### config.mk
export PLATFORM = sky130hd
export DESIGN_NAME = acrp_port
export DESIGN_NICKNAME = d
export VERILOG_FILES = /design/src/rtl/acrp_pkg.sv /design/src/rtl/acrp_edge_if.sv /design/src/rtl/acrp_edge.sv /design/src/rtl/acrp_port.sv
export SDC_FILE = /design/constraint.sdc
export NUM_CORES = 1
export LEC_CHECK = 0
export BUFFER_PORTS_ARGS = -buffer_cell sky130_fd_sc_hd__buf_4
export CAP_MARGIN = 20
export CORE_UTILIZATION = 53
export CTS_CLUSTER_DIAMETER = 100
export CTS_CLUSTER_SIZE = 24
export DETAILED_ROUTE_END_ITERATION = 16
export PLACE_DENSITY = 0.75
export SLEW_MARGIN = 15
export SYNTH_ARGS = -nofsm -noshare
export SYNTH_HDL_FRONTEND = slang
export SYNTH_SLANG_ARGS = --single-unit
### constraint.sdc
create_clock -name clock -period 5.5 [get_ports clock]
set_clock_uncertainty 0.15 [all_clocks]
set_input_delay 0.275 -clock clock [delete_from_list [all_inputs] [get_ports clock]]
set_output_delay 0.275 -clock clock [all_outputs]
set_load 0.01 [all_outputs]
### src/rtl/acrp_pkg.sv
// constants, types and state layout of the parallel convert/read port
// assumes: one 100 MHz clock, synchronous active-high reset
package acrp_pkg;

  // ****************************************
  // widths
  // ****************************************
  localparam int RES_W  = 12;
  localparam int CHAN_W = 2;
  localparam int BYTE_W = 8;

  // ****************************************
  // conversion clock edge counts
  // ****************************************
  localparam logic [3:0] CONV_FALL_EDGES = 4'hE; // falls to end conversion
  localparam logic [3:0] TRACK_RISE_EDGE = 4'hD; // rise that ends hold

  // ****************************************
  // timing
  // ****************************************
  localparam int CLK_PERIOD_NS = 10;
  localparam int ACQ_TIME_NS   = 125;
  localparam int ACQ_CYCLES    =
    (ACQ_TIME_NS + CLK_PERIOD_NS - 1) / CLK_PERIOD_NS;

  // ****************************************
  // power modes and sequencer setting
  // ****************************************
  localparam logic [1:0] PM_NORMAL        = 2'h0;
  localparam logic [1:0] PM_AUTO_SHUTDOWN = 2'h1;
  localparam logic [1:0] PM_AUTO_STANDBY  = 2'h2;
  localparam logic [1:0] PM_FULL_SHUTDOWN = 2'h3;
  localparam logic [1:0] SEQ_CONSECUTIVE  = 2'h3;

  // ****************************************
  // reset values
  // ****************************************
  localparam logic [RES_W-1:0]  RESULT_RESET  = 12'h000;
  localparam logic [CHAN_W-1:0] CHANNEL_RESET = 2'h0;
  localparam logic [3:0]        COUNT_RESET   = 4'h0;

  typedef enum logic [1:0]
  {
    ACRP_AWAIT_RISE,
    ACRP_TRACK,
    ACRP_CONVERT,
    ACRP_FINISH
  } acrp_phase_t;

  typedef struct packed
  {
    acrp_phase_t       phase;
    logic [3:0]        fall_count;
    logic [3:0]        rise_count;
    logic              hold;
    logic [RES_W-1:0]  result;
    logic [CHAN_W-1:0] chan_id;
    logic [CHAN_W-1:0] channel;
    logic [CHAN_W-1:0] conv_channel;
    logic              powered_down;
    logic              power_up;
    logic              internal_ref;
    logic [RES_W-1:0]  data_out;
    logic              data_oe;
  } acrp_state_t;

endpackage

### src/rtl/acrp_edge_if.sv
// edge detect carrier between the port and its edge detectors
// assumes: detector and user share one clock
`timescale 1ns/1ns
interface acrp_edge_if;
  logic level;
  logic rise;
  logic fall;

  modport det
  (
    input  level,
    output rise,
    output fall
  );
  modport user
  (
    output level,
    input  rise,
    input  fall
  );
endinterface

### src/rtl/acrp_edge.sv
// rise/fall detector on a synchronous level
// assumes: level already synchronous to clock
`timescale 1ns/1ns
module acrp_edge #(
  parameter logic RESET_LEVEL = 1'b1
) (
  input  wire logic  clock,
  input  wire logic  rst,
  acrp_edge_if.det   edge_port
);
  typedef struct packed
  {
    logic prev;
  } acrp_edge_state_t;

  acrp_edge_state_t s;
  acrp_edge_state_t next_s;

  // remember last level
  always_comb
  begin
    next_s.prev = edge_port.level;
  end

  // reset value masks a spurious edge at release
  always_ff @(posedge clock)
  begin
    if (rst)
      s.prev <= RESET_LEVEL;
    else
      s <= next_s;
  end

  // edges from current level against last
  assign edge_port.rise = edge_port.level & ~s.prev;
  assign edge_port.fall = ~edge_port.level & s.prev;
endmodule

### src/rtl/acrp_port.sv
// conversion control and result read port of a 12-bit sampling converter
// assumes: all pins synchronous to clock; analog core supplies result_in
`timescale 1ns/1ns
module acrp_port
(
  input  wire logic                        clock,
  input  wire logic                        rst,
  input  wire logic                        convert_strobe_n,
  input  wire logic                        conversion_clock_in,
  input  wire logic                        cs_n,
  input  wire logic                        rd_n,
  input  wire logic                        word_mode,
  input  wire logic                        data8_or_byte_select_pin_in,
  output logic                             data8_or_byte_select_pin_out,
  output logic                             data8_or_byte_select_pin_oe,
  output logic [acrp_pkg::RES_W-1:0]       data_out,
  output logic                             data_oe,
  output logic                             busy,
  output logic                             sample_hold,
  input  wire logic                        ref_select,
  output logic                             use_internal_ref,
  input  wire logic [1:0]                  power_mode,
  output logic                             powered_down,
  output logic                             power_up_start,
  input  wire logic                        sequence_cfg_bit0,
  input  wire logic                        sequence_cfg_bit1,
  input  wire logic [acrp_pkg::CHAN_W-1:0] channel_addr,
  input  wire logic                        ctrl_write,
  output logic [acrp_pkg::CHAN_W-1:0]      channel_select,
  input  wire logic [acrp_pkg::RES_W-1:0]  result_in
);
  import acrp_pkg::*;

  acrp_state_t s;
  acrp_state_t next_s;
  logic        read_active;
  logic        high_byte_select;
  logic        seq_mode;
  logic        auto_mode;

  // ****************************************
  // edge detectors
  // ****************************************
  acrp_edge_if strobe ();
  acrp_edge_if cclk ();

  assign strobe.level = convert_strobe_n;
  assign cclk.level   = conversion_clock_in;

  acrp_edge #(.RESET_LEVEL(1'b1)) strobe_edge
  (
    .clock     (clock),
    .rst       (rst),
    .edge_port (strobe)
  );

  acrp_edge #(.RESET_LEVEL(1'b0)) cclk_edge
  (
    .clock     (clock),
    .rst       (rst),
    .edge_port (cclk)
  );

  // ****************************************
  // decodes
  // ****************************************
  assign read_active = ~cs_n & ~rd_n;
  assign high_byte_select = ~word_mode & data8_or_byte_select_pin_in;
  assign seq_mode = ({sequence_cfg_bit1, sequence_cfg_bit0}
                     == SEQ_CONSECUTIVE);
  assign auto_mode = (power_mode == PM_AUTO_SHUTDOWN) |
                     (power_mode == PM_AUTO_STANDBY);

  // ****************************************
  // next state
  // ****************************************
  always_comb
  begin
    next_s = s;
    next_s.power_up = 1'b0;
    next_s.internal_ref = ref_select;
    unique case (s.phase)
      ACRP_AWAIT_RISE:
      begin
        // sampler sits in hold until the first strobe rise
        if (strobe.rise)
        begin
          next_s.phase = ACRP_TRACK;
          next_s.hold  = 1'b0;
        end
      end
      ACRP_TRACK:
      begin
        if (strobe.fall && !s.powered_down)
        begin
          next_s.phase        = ACRP_CONVERT;
          next_s.hold         = 1'b1;
          next_s.fall_count   = COUNT_RESET;
          next_s.rise_count   = COUNT_RESET;
          next_s.conv_channel = s.channel;
        end
      end
      ACRP_CONVERT:
      begin
        if (cclk.rise)
        begin
          next_s.rise_count = s.rise_count + 4'h1;
          if (s.rise_count + 4'h1 == TRACK_RISE_EDGE)
            next_s.hold = 1'b0;
        end
        if (cclk.fall && (s.fall_count + 4'h1 == CONV_FALL_EDGES))
        begin
          next_s.phase   = ACRP_FINISH;
          next_s.result  = result_in;
          next_s.chan_id = s.conv_channel;
        end
        else if (strobe.rise)
        begin
          next_s.phase = ACRP_TRACK;
          next_s.hold  = 1'b0;
        end
        else if (cclk.fall)
          next_s.fall_count = s.fall_count + 4'h1;
      end
      ACRP_FINISH:
      begin
        next_s.phase = ACRP_TRACK;
        if (auto_mode)
        begin
          next_s.powered_down = 1'b1;
          next_s.hold         = 1'b1;
        end
        if (seq_mode)
          next_s.channel = (s.channel == channel_addr)
                           ? CHANNEL_RESET
                           : s.channel + 2'h1;
      end
    endcase
    // wake from auto power-down on strobe rise
    if (s.powered_down && auto_mode && strobe.rise)
    begin
      next_s.powered_down = 1'b0;
      next_s.power_up     = 1'b1;
      next_s.hold         = 1'b0;
    end
    // full shutdown holds until the mode returns to normal
    if (power_mode == PM_FULL_SHUTDOWN && s.phase == ACRP_TRACK)
    begin
      next_s.powered_down = 1'b1;
      next_s.hold         = 1'b1;
    end
    else if (power_mode == PM_NORMAL && s.powered_down)
    begin
      next_s.powered_down = 1'b0;
      next_s.hold         = 1'b0;
    end
    // control write restarts channel selection
    if (ctrl_write)
      next_s.channel = seq_mode ? CHANNEL_RESET : channel_addr;
    // read data from the newest result
    next_s.data_oe = read_active;
    if (read_active)
    begin
      if (word_mode)
        next_s.data_out = next_s.result;
      else if (high_byte_select)
        next_s.data_out = {4'h0, 2'h0, next_s.chan_id,
                           next_s.result[RES_W-1:BYTE_W]};
      else
        next_s.data_out = {4'h0, next_s.result[BYTE_W-1:0]};
    end
  end

  // ****************************************
  // state register
  // ****************************************
  always_ff @(posedge clock)
  begin
    if (rst)
    begin
      s.phase        <= ACRP_AWAIT_RISE;
      s.fall_count   <= COUNT_RESET;
      s.rise_count   <= COUNT_RESET;
      s.hold         <= 1'b1;
      s.result       <= RESULT_RESET;
      s.chan_id      <= CHANNEL_RESET;
      s.channel      <= CHANNEL_RESET;
      s.conv_channel <= CHANNEL_RESET;
      s.powered_down <= 1'b0;
      s.power_up     <= 1'b0;
      s.internal_ref <= 1'b0;
      s.data_out     <= RESULT_RESET;
      s.data_oe      <= 1'b0;
    end
    else
      s <= next_s;
  end

  // ****************************************
  // outputs
  // ****************************************
  assign busy = (s.phase == ACRP_CONVERT) | (s.phase == ACRP_FINISH);
  assign sample_hold      = s.hold;
  assign use_internal_ref = s.internal_ref;
  assign powered_down     = s.powered_down;
  assign power_up_start   = s.power_up;
  assign channel_select   = s.channel;
  assign data_out         = s.data_out;
  assign data_oe          = s.data_oe;
  // shared pin is a data line only in word mode
  assign data8_or_byte_select_pin_out = s.data_out[BYTE_W];
  assign data8_or_byte_select_pin_oe  = s.data_oe & word_mode;
endmodule

==> Word level (Yosys, flattened, before mapping) <==
Cells that the tools add are included.
{ "totals": {"regBits": 47, "input_bits": 28, "output_inout_bits": 22, "wordCells": 103} }
{ "op_classes": {"addsub": 3, "eq_ne": 18, "muxes": 30, "n_bitwise": 16, "n_reduce_logical": 21} }
{ "op_table": {"columns": ["cell", "n"], "rows": [
  ["$mux 14", 2],
  ["$mux 2", 8],
  ["$pmux 8 s2", 1],
  ["$mux 12", 1],
  ["$mux 4", 3],
  ["$mux 11", 1],
  ["$eq 2x2->1 const B", 5],
  ["$mux 1", 10],
  ["$ne 2x2->1 const B", 5],
  ["$add 4x1->4 const B", 2],
  ["$eq 4x4->1 const B", 2],
  ["$mux 8", 1],
  ["$ne 4x4->1 const B", 2],
  ["$pmux 2 s4", 1],
  ["$reduce_bool 4->1", 2],
  ["$and 1x1->1", 7],
  ["$not 1->1", 7],
  ["$logic_and 1x1->1", 6],
  ["$reduce_and 2->1", 3],
  ["$reduce_and 3->1", 2],
  ["$reduce_bool 2->1", 3],
  ["$mux 5", 1],
  ["$reduce_and 5->1", 1],
  ["$eq 2x1->1 const B", 2],
  ["8 further kinds", 10]
]} }

==> Depth between registers and ports, before layout <==
Gate-level depths: netlist (run 1).
{ "logic_depth": {"word_depth": 9, "ltp_mapped": 8, "depth_no_buf": 7} }

==> Modules after synthesis <==
A second synthesis (run 1) with hierarchy kept.
{ "hier_totals": {"hier_cells": 258, "hier_area_um2": 2293.4} }
{ "by_module_without_submodules": {"columns": ["mod", "instances", "cells_per_inst", "area_each_um2", "seq_area_each_um2"], "rows": [
  ["acrp_port", 1, 250, 2214.6, 900.9],
  ["acrp_edge (strobe_edge)", 1, 4, 40.0, 20.0],
  ["acrp_edge (cclk_edge)", 1, 4, 38.8, 20.0]
]} }

==> Worst setup path before layout (run 1) <==
OpenSTA, ideal clock, no wires.
{ "synth_path": {"kind": "reg-to-reg", "from": "register s[39] (netlist bit)", "to": "register s[41] (netlist bit)", "setup_time_ns": 0.093, "arrival_ns": 1.623, "required_time_ns": 5.257, "setup_slack_ns": 3.634, "stages_incl_launch_ff": 7, "n_path_buf": 0, "synth_period_minus_slack_ns": 1.866, "path_cell_list": "dfxtp_1 ha_1 xor2_1 nand3_2 o2111ai_4 or4b_1 o311ai_2"} }
{ "synth_via": {"elab_chain_cells": 5, "elab_cells_between_ends": 9, "cone_classes": "1 x add/sub; 2 x eq/ne; 4 x mux; 2 x reduce/logical"} }
{ "synth_lines": {"columns": ["element", "line", "text"], "rows": [
  ["start: declaration", "acrp_port.sv:34", "acrp_state_t s;"],
  ["start signal: assignment", "acrp_port.sv:196", "s <= next_s;"],
  ["$add 4x1->4 (*)", "acrp_port.sv:111, acrp_port.sv:123", null],
  ["$eq 4x4->1 or $mux 4 (tied branches)", "acrp_port.sv:111, acrp_port.sv:122", null],
  ["$logic_and 1x1->1 or $mux 4 (tied branches)", "acrp_port.sv:111, acrp_port.sv:117", null],
  ["$ne 2x2->1 (no line) or $mux 4 (tied branches)", null, null],
  ["$reduce_and 5->1 (no line) or $pmux 8 s2 (tied branches)", null, null]
]} }
Mark *: on every way between the ends. The rest lies on a longest branch, timed or not. The select of a mux whose other input is x is not followed.
A chain may end at the register's enable or synchronous reset.

==> Worst setup path in the final report (run 1) <==
{ "layout_path": {"from": "register s[39] (netlist bit)", "to": "register, netlist name data_out[5]"} }
{ "layout_via": {"elab_chain_cells": 7} }
{ "layout_lines": {"columns": ["element", "line", "text"], "rows": [
  ["$add 4x1->4 (*)", "acrp_port.sv:111", "if (cclk.fall && (s.fall_count + 4'h1 == CONV_FALL_EDGES))"],
  ["$eq 4x4->1 (*)", "acrp_port.sv:111", null],
  ["$logic_and 1x1->1 (*)", "acrp_port.sv:111", null],
  ["$mux 14 (*)", "acrp_port.sv:111", null],
  ["$mux 14 (*)", "acrp_port.sv:82", "unique case (s.phase)"],
  ["$mux 8", "acrp_port.sv:166", "else if (high_byte_select)"],
  ["$mux 12 (*)", "acrp_port.sv:164", "if (word_mode)"]
]} }
Mark *: on every way between the ends. The rest lies on a longest branch, timed or not.

==> impl_metrics.tcl, run 1 <==
set metrics [dict create \
    cts_resized 0 \
    yosysUniqueCellTypes 57 \
    cts_buffer_depth 2 \
    rsz0062_at_grt "no" \
    area_growth_pct 14.79 \
    design.core.area_um2 4414 \
    cp-end-kind "flip-flop" \
    wl_per_cell_um 13.75 \
    synthMuxAreaShare_pct 5.572 \
    grt_use_met1_pct 28.95 \
    grt_use_total_pct 21.07 \
    yosys_register_bits 47 \
    synth_xor_area_share_pct 2.077 \
    tightestPinTransition_ns 0.5406 \
    ys_seq_area_share_pct 38.10 \
    cpPeakStageDelay_ns 0.42 \
    synth-simple-area-share_pct 25.68 \
    synth_flop_cell "dfxtp_1" \
    diodes 0 \
    avgSynthCellArea_um2 8.821 \
    drc 0 \
    drt-total-wl_mm 4.979 \
    tns_ns 0 \
    firstDrtPassIters 5 \
    netlist_area_um2 2470 \
    irDropWorstVdd_v 0.0001541 \
    cp.required_ns 5.52 \
    relSlewSlack_pct 63.88 \
    ctsRootBufferMaster "clkbuf_8" \
    hpwl_mm 3.599 \
    die-area_um2 4937 \
    cts.sink_count 47 \
    slowest_stage "and3_1" \
    nNetsFinal 344 \
    overflow 0 \
    worstSetupPathType "flip-flop to flip-flop" \
    vias_per_cell 5.633 \
    fmaxAchievable_ghz 0.4635 \
    period_needed_ns 2.158 \
    synth_top_family_by_area "simple AND/OR/NAND/NOR gates" \
    period_share_pct 39.23 \
    crit_chain "ha_1 -> xor2_1 -> and3_1 -> nand2_8 -> mux2i_1 -> o221ai_2" \
    antenna_found_initial 0 \
    dieWidth_um 70.27 \
    insertion_delay_ns 0.30 \
    yosys_warnings 0 \
    syn_inst 280 \
    finalMaxSlewViolations 0 \
    drtIter0Drc 102 \
    leakage_nw 1.154 \
    final_common_cell "buf_4" \
    synth_compound_area_share_pct 17.12 \
    io_buffers 49 \
    gr-max-usage-layer "met2" \
    cts_tree "done" \
    hold_viol 0 \
    place_congestion 0.8351 \
    crit_path_max_fanout 18 \
    hp-class "input port to flip-flop" \
    synthArstFlopShare_pct 0 \
    fin_cells 362 \
    ant_nets 0 \
    powerDensity_nw_per_um2 229.2 \
    status "completed" \
    start_util_pct 55.95 \
    rows 24 \
    dieHeight_um 70.27 \
    drv_cap 0 \
    layout_common_cells "buf_4, dfxtp_1, nand2_1, nor2_1, a31oi_1" \
    ios 50 \
    grt_util_met3_pct 3.896 \
    grt_pass1_wl_mm 8.459 \
    grt_util_met2_pct 32.80 \
    grt_pass1_vias 1875 \
    dp_cells 355 \
    htree_levels 2 \
    clkTransAtPathRegs_ns 0.08 \
    cts_hold_buffers 0 \
    finalSetupViolations 0 \
    critPathBufInv 0 \
    synthAdderAreaFrac_pct 3.040 \
    crit_family "simple AND/OR/NAND/NOR gates" \
    synth_edf_count 0 \
    via_count 2039 \
    syn-num-nets 314 \
    critPathArrivalTime_ns 2.18 \
    postCtsSetupRepairBufs 0 \
    numCtsBuffers 5 \
    worst_setup_path_start_kind "flip-flop" \
    grt_max_degree 48 \
    drive_above_1_share_pct 23.87 \
]
cells by family after synthesis:
| group | Yosys count |
|---|---|
| mux | 12 |
| fa+ha+maj | 6 |
| buf+inv | 35 |
| flops | 47 |
| compound gates | 62 |
| xor+xnor | 5 |
| simple gates | 113 |
per-stage QoR:
| stage | worst slack [ns] | utilization (%) | hold WS [ns] | power, W | instance area [um2] |
|---|---|---|---|---|---|
| after detailed placement | 3.373 | 61.90 | 0.2950 | 0.0004139 | 2733 |
| after floorplan | 3.634 | - | 0.2316 | 0.0003874 | 2470 |
| after global placement | 3.484 | 61.90 | 0.2932 | 0.0004134 | 2733 |
| final | 3.342 | 64.23 | 0.03846 | 0.0006499 | 2835 |
| after CTS | 3.320 | 64.23 | 0.03367 | 0.0006554 | 2835 |
| after global routing | 3.147 | 64.23 | 0.04198 | 0.0006757 | 2835 |
routing by layer:
| metal | part of all wire [%] | up-vias |
|---|---|---|
| li1 | - | 1038 |
| met4 | 1.1 | 0 |
| met3 | 3.7 | 6 |
| met2 | 46 | 41 |
| met1 | 49 | 954 |
| met5 | 0 | - |
state kept, by name (all words and copies together), names as in the netlist:
register	cells
s	26
data_out	12
channel_select	2
cclk_edge.s	1
data_oe	1
power_up_start	1
powered_down	1
sample_hold	1
strobe_edge.s	1
use_internal_ref	1
cells in the mapped netlist (2+ instances only):
cell type,count,share of area (%)
dfxtp_1,47,38
a21oi_1,14,2.8
nand2b_1,6,1.5
and3b_1,3,1.1
buf_4,16,4.9
inv_1,8,1.2
nor2b_1,9,2.3
or2_2,2,0.51
and3_1,2,0.51
nor2_1,20,3.0
xor2_1,3,1.1
and4_1,5,1.8
a22oi_1,7,2.1
nand3_1,6,1.2
ha_1,6,3.0
a31oi_1,18,4.6
nand2_2,2,0.51
o21ai_1,6,1.2
and2_1,2,0.51
o31ai_1,2,0.61
clkbuf_1,6,0.91
nand2_1,33,5.0
buf_2,4,0.81
o21ai_0,6,1.2
nor3_1,6,1.2
mux2i_1,10,4.1
path summary, 6_finish.rpt:
kind               startpoint               end  slack, ns  cells past startpoint
setup reg to reg        s[39]       data_out[5]       3.34                      6
hold / removal     ref_select  use_internal_ref       0.04                      2
setup / recovery        s[39]       data_out[5]       3.34                      6
hold reg to reg   data_out[6]       data_out[6]       0.31                      2
report_power, final:
group | internal [W] | total, W | switching [W]
Clock | 0.000133 | 0.000244 | 0.000111
Sequential | 0.000344 | 0.000349 | 0.00000502
Combinational | 0.0000277 | 0.0000563 | 0.0000286
Total | 0.000505 | 0.000650 | 0.000145
area by class of cell:
type | count | area, um2
clock inverter | 1 | 30.03
tap | 52 | 65.06
multi-input combinational | 198 | 1321
fill | 377 | 1579
inverter | 8 | 30.03
timing repair buffer | 50 | 375.4
sequential | 47 | 940.9
clock buffer | 6 | 72.57
No activity file was read; power rests on OpenSTA's default activity.
==> run 2, diff against run 1 <==
- CORE_UTILIZATION: 53 -> 49
- PLACE_DENSITY: 0.75 -> 0.73
- clock period: 5.5 -> 1.85 ns (I/O delays scaled with it)
==> run 2 against run 1 <==
Compared with the run above: the run now ends with setup timing left; critical path depth increased by 1; design area increased by 18%; critical endpoint is now data_out[1]; largest power group unchanged; largest cell class unchanged; combinational power increased to 3.9 times the previous value.
==> impl_metrics.tcl, run 2 (synthesis results as in run 1) <==
set metrics [dict create \
    ant_nets 0 \
    wl_per_cell_um 14.16 \
    hpwl_mm 3.858 \
    drive_above_1_share_pct 32.39 \
    critPathArrivalTime_ns 1.90 \
    crit_family "simple AND/OR/NAND/NOR gates" \
    place_congestion 0.8413 \
    dieHeight_um 73.00 \
    slowest_stage "dlygate4sd3_1" \
    drv_cap 0 \
    seq_area_um2 953.4 \
    die-area_um2 5328 \
    tightestPinTransition_ns 0.4787 \
    top_register "s" \
    leakage_nw 1.342 \
    grt_pass1_wl_mm 9.190 \
    finalSetupViolations 1 \
    hold_viol 0 \
    cp.required_ns 1.88 \
    fillers 360 \
    design.core.area_um2 4786 \
    grt_max_degree 48 \
    powerDensity_nw_per_um2 607.3 \
    rsz0062_at_grt "yes" \
    overflow 0 \
    utilization_pct 69.99 \
    wirelength_met1_mm 2.593 \
    dieWidth_um 73.00 \
    via_count 2262 \
    period_needed_ns 1.862 \
    fmaxAchievable_ghz 0.5372 \
    layout_common_cells "buf_4, dfxtp_1, nand2_1, nor2_1" \
    area_growth_pct 35.61 \
    ios 50 \
    rows 25 \
    cp-end-kind "flip-flop" \
    critPathBufInv 2 \
    reg2reg_depth 6 \
    crit_cells 7 \
    start_util_pct 51.61 \
    largest_reg_flops 26 \
    postLayoutCellArea_um2 3349 \
    critPathMostFrequentCell "a31oi_1" \
    cts_buffer_depth 2 \
    ctsRootBufferMaster "clkbuf_8" \
    crit_path_max_fanout 14 \
    numCtsBuffers 5 \
    crit_chain "dlygate4sd3_1 -> buf_4 -> and2b_4 -> and3_2 -> nand2_8 -> a31oi_1 -> a31oi_1" \
    post-place-ws_ns -0.08749 \
    fin_cells 419 \
    insertion_delay_ns 0.31 \
    worstSetupPathType "input port to flip-flop" \
    io_buffers 49 \
    nNetsFinal 385 \
    met3WireLength_um 234 \
    clkTransAtPathRegs_ns 0.09 \
    cts_tree "done" \
    wl_met2_mm 3.042 \
    vias_per_cell 5.399 \
    r2r_start "s[39]" \
    cts.sink_count 47 \
    period_share_pct 100.6 \
    r2r-end "data_out[1]" \
    hp-class "input port to flip-flop" \
    drt-total-wl_mm 5.932 \
    irDropWorstVdd_v 0.0003936 \
    final_common_cell "buf_4" \
    relSlewSlack_pct 68.02 \
    grt_pass1_vias 2111 \
    grt_use_total_pct 22.28 \
    crit_path_start "conversion_clock_in" \
    drtIter0Drc 138 \
    firstDrtPassIters 4 \
    worst_setup_path_start_kind "input port" \
    fin_ws_ns -0.01157 \
    multi_input_area_um2 1438 \
    status "complete, but fails checks" \
    antenna_found_initial 0 \
    rrSetupSlack_ns 0 \
    finalMaxSlewViolations 0 \
    cpPeakStageDelay_ns 0.55 \
    drc 0 \
    violations "setup timing" \
    diodes 0 \
    place_area_um2 2874 \
    htree_levels 2 \
    dp_cells 386 \
    route.top_layer_used "met4" \
    critPathCapture "data_out[1]" \
]
-- run 2: cell types whose count changed in the layout (fill, tap and decap cells not counted), moves of 2 or more --
cell	previous run	this run
buf_4	50	73
dfxtp_1	47	43
dfxtp_4	0	3
dlygate4sd3_1	0	18
mux2i_1	10	5
mux2i_2	0	2
mux2i_4	1	4
-- run 2: through the flow --
| stage | hold slack (ns) | power (W) | TNS, ns |
|---|---|---|---|
| detailed placement | 0.1634 | 0.001239 | -0.5946 |
| floorplan | 0.04908 | 0.001152 | 0 |
| CTS | 0.03925 | 0.002042 | -0.001757 |
| global placement | 0.1523 | 0.001237 | -0.08145 |
| finish | 0.03296 | 0.002034 | -0.01157 |
| global route | 0.05463 | 0.002110 | -0.5444 |
-- run 2: worst register-to-register path, stage by stage, from the launching register on --
cell and delay, ns:
dfxtp_4 0.38, ha_4 0.16, xor2_4 0.20, and3_2 0.30
nand2_8 0.14, a31oi_1 0.28, a31oi_1 0.11
-- run 2: final cells by class --
type | count | area share (%)
clock buffer | 5 | 2.055
clock inverter | 3 | 1.420
inverter | 8 | 0.8965
multi-input combinational | 198 | 42.92
sequential | 47 | 28.46
tap | 67 | 2.503
timing repair buffer | 91 | 21.74
-- run 2: how the worst min path moves through the flow --
stage          cells after the start                end  slack, ns               from
2_1_floorplan                      1      strobe_edge.s       0.05   convert_strobe_n
3_5_place_dp                       2      strobe_edge.s       0.16   convert_strobe_n
6_report                           5  channel_select[1]       0.03    channel_addr[1]
3_3_place_gp                       2   use_internal_ref       0.15         ref_select
5_1_grt                            4  channel_select[0]       0.05  sequence_cfg_bit1
4_1_cts                            5  channel_select[1]       0.04    channel_addr[1]
-- run 2: what timing repair did --
item                                    4_1_cts  5_1_grt
setup buffers                                 6        1
endpoints found under the setup margin       16       17
gates resized for setup                       9       17
endpoints found under the hold margin        22        0
hold buffers                                 18        0
pin swaps                                     4        9
-- run 2: power by group --
part | leakage [nW] | switching, W | internal [W]
clock | 0.0587 | 0.000371 | 0.000410
combinational | 0.900 | 0.000103 | 0.000117
sequential | 0.383 | 0.0000133 | 0.00102
-- run 2: layer usage --
metal	track usage [%]	vias up
li1	-	1118
met1	27.93	1072
met2	38.07	65
met3	5.387	7
met4	6.100	0
met5	0	-
==> run 3, diff against run 2 <==
- TNS_END_PERCENT: default -> 30
==> run 3 against run 2 <==
Compared with the run above: the flow now finishes without violations; sequential cell count unchanged; routed wire length down 3.4%; first-iteration DRC count shrank 38%.
==> impl_metrics.tcl, run 3 (synthesis results as in run 1) <==
set metrics [dict create \
    period_needed_ns 1.832 \
    ios 50 \
    worst_setup_path_start_kind "flip-flop" \
    firstDrtPassIters 6 \
    drive_above_1_share_pct 31.82 \
    dieHeight_um 73.00 \
    finalMaxSlewViolations 0 \
    final_common_cell "buf_4" \
    crit_path_max_fanout 14 \
    start_util_pct 51.61 \
    dieWidth_um 73.00 \
    cp.required_ns 1.89 \
    overflow 0 \
    tightestPinTransition_ns 0.4718 \
    cts.sink_count 47 \
    utilization_pct 69.28 \
    power_frac_seq_pct 50.9 \
    clockPowerShare_pct 38.4 \
    reg2reg_depth 5 \
    switching_share_pct 23.71 \
    drc 0 \
    crit_path_start "s[41]" \
    diodes 0 \
    die-area_um2 5328 \
    rsz0062_at_grt "yes" \
    ant_nets 0 \
    fmaxAchievable_ghz 0.5458 \
    cts_tree "done" \
    leakage_nw 1.343 \
    rows 25 \
    hp-class "input port to flip-flop" \
    hold_viol 0 \
    via_count 2240 \
    drt-total-wl_mm 5.728 \
    vias_per_cell 5.346 \
    irDropWorstVdd_v 0.0003727 \
    design.core.area_um2 4786 \
    r2r_start "s[41]" \
    period_share_pct 99.03 \
    powerDensity_nw_per_um2 611.2 \
    numCtsBuffers 5 \
    clkTransAtPathRegs_ns 0.09 \
    status "completed" \
    top_register "s" \
    rrSetupSlack_ns 0.02 \
    grt_max_degree 48 \
    nNetsFinal 385 \
    pwr-share-comb_pct 10.7 \
    area_growth_pct 34.25 \
    postLayoutCellArea_um2 3316 \
    hpwl_mm 3.858 \
    cp-end-kind "flip-flop" \
    antenna_found_initial 0 \
    slowest_stage "dfxtp_4" \
    r2r-end "data_out[5]" \
    grt_pass1_wl_mm 9.190 \
    fillers 371 \
    whs_path_depth 5 \
    power.internal_w 0.001546 \
    largest_reg_flops 26 \
    drv_cap 0 \
    p_switching_w 0.0004805 \
    relSlewSlack_pct 68.48 \
    critPathArrivalTime_ns 1.87 \
    ctsRootBufferMaster "clkbuf_8" \
    insertion_delay_ns 0.31 \
    worstSetupPathType "flip-flop to flip-flop" \
    wl_per_cell_um 13.67 \
    cts_buffer_depth 2 \
    multi_input_area_um2 1404 \
    place_area_um2 2874 \
    dp_cells 386 \
    power_w 0.002026 \
    cpPeakStageDelay_ns 0.40 \
    io_buffers 49 \
    grt_pass1_vias 2111 \
    drtIter0Drc 85 \
    crit_chain "and3_4 -> mux2_4 -> nand2_8 -> mux2i_2 -> o221ai_2" \
    finalSetupViolations 0 \
    layout_common_cells "buf_4, dfxtp_1, nand2_1, nor2_1" \
    place_congestion 0.8413 \
    htree_levels 2 \
    fin_cells 419 \
    seq_area_um2 953.4 \
    grt_use_total_pct 22.28 \
    holdWs_ns 0.03779 \
    critPathCapture "data_out[5]" \
]
run 3: cell counts in the layout (fill, tap and decap cells not counted):
No cell type changed its count.
run 3: critical path: cells and delay by family (launching register included):
family	cells	cell delay, ns
AOI/OAI and AO/OA	1	0.12
DFF	1	0.40
muxes	2	0.63
and+or+nand+nor	2	0.41
run 3: power by group through the flow:
stage               sequential [W]  clock, W  combinational [W]
global placement           0.00106         0           0.000179
finish                     0.00103  0.000778           0.000217
global route               0.00103  0.000837           0.000234
CTS                        0.00103  0.000794           0.000213
floorplan                  0.00106         0          0.0000938
detailed placement         0.00106         0           0.000180
run 3: worst min path at each step:
| stage | slack (ns) | to | startpoint |
|---|---|---|---|
| CTS | 0.04 | channel_select[1] | channel_addr[1] |
| detailed placement | 0.16 | strobe_edge.s | convert_strobe_n |
| global placement | 0.15 | use_internal_ref | ref_select |
| global route | 0.05 | channel_select[0] | sequence_cfg_bit1 |
| finish | 0.04 | channel_select[1] | channel_addr[1] |
| floorplan | 0.05 | strobe_edge.s | convert_strobe_n |
run 3: per-stage QoR:
step	TNS, ns	worst slack, ns
floorplan	0	0.01402
global placement	-0.08145	-0.01867
detailed placement	-0.5946	-0.08749
CTS	-0.001757	-0.001757
global route	-0.4047	-0.04604
finish	0	0.01794
run 3: per-layer routing:
metal	wire length (um)	share of wire (%)	GRT usage, %
met1	2534	44	27.93
met2	2875	50	38.07
met3	238	4.2	5.387
met4	80	1.4	6.100
met5	0	0	0
run 3: timing repair:
item,CTS,global route
hold buffers,18,0
setup buffers,6,1
hold endpoints to repair,22,0
endpoints found under the setup margin,16,17
pin swaps,4,6
gates resized for setup,9,11
run 3: final cells by class:
class	instances	share of cell area [%]
clock buffer	5	2.075
inverter	8	0.9057
timing repair buffer	91	21.96
multi-input combinational	198	42.34
tap	67	2.528
clock inverter	3	1.434
sequential	47	28.75
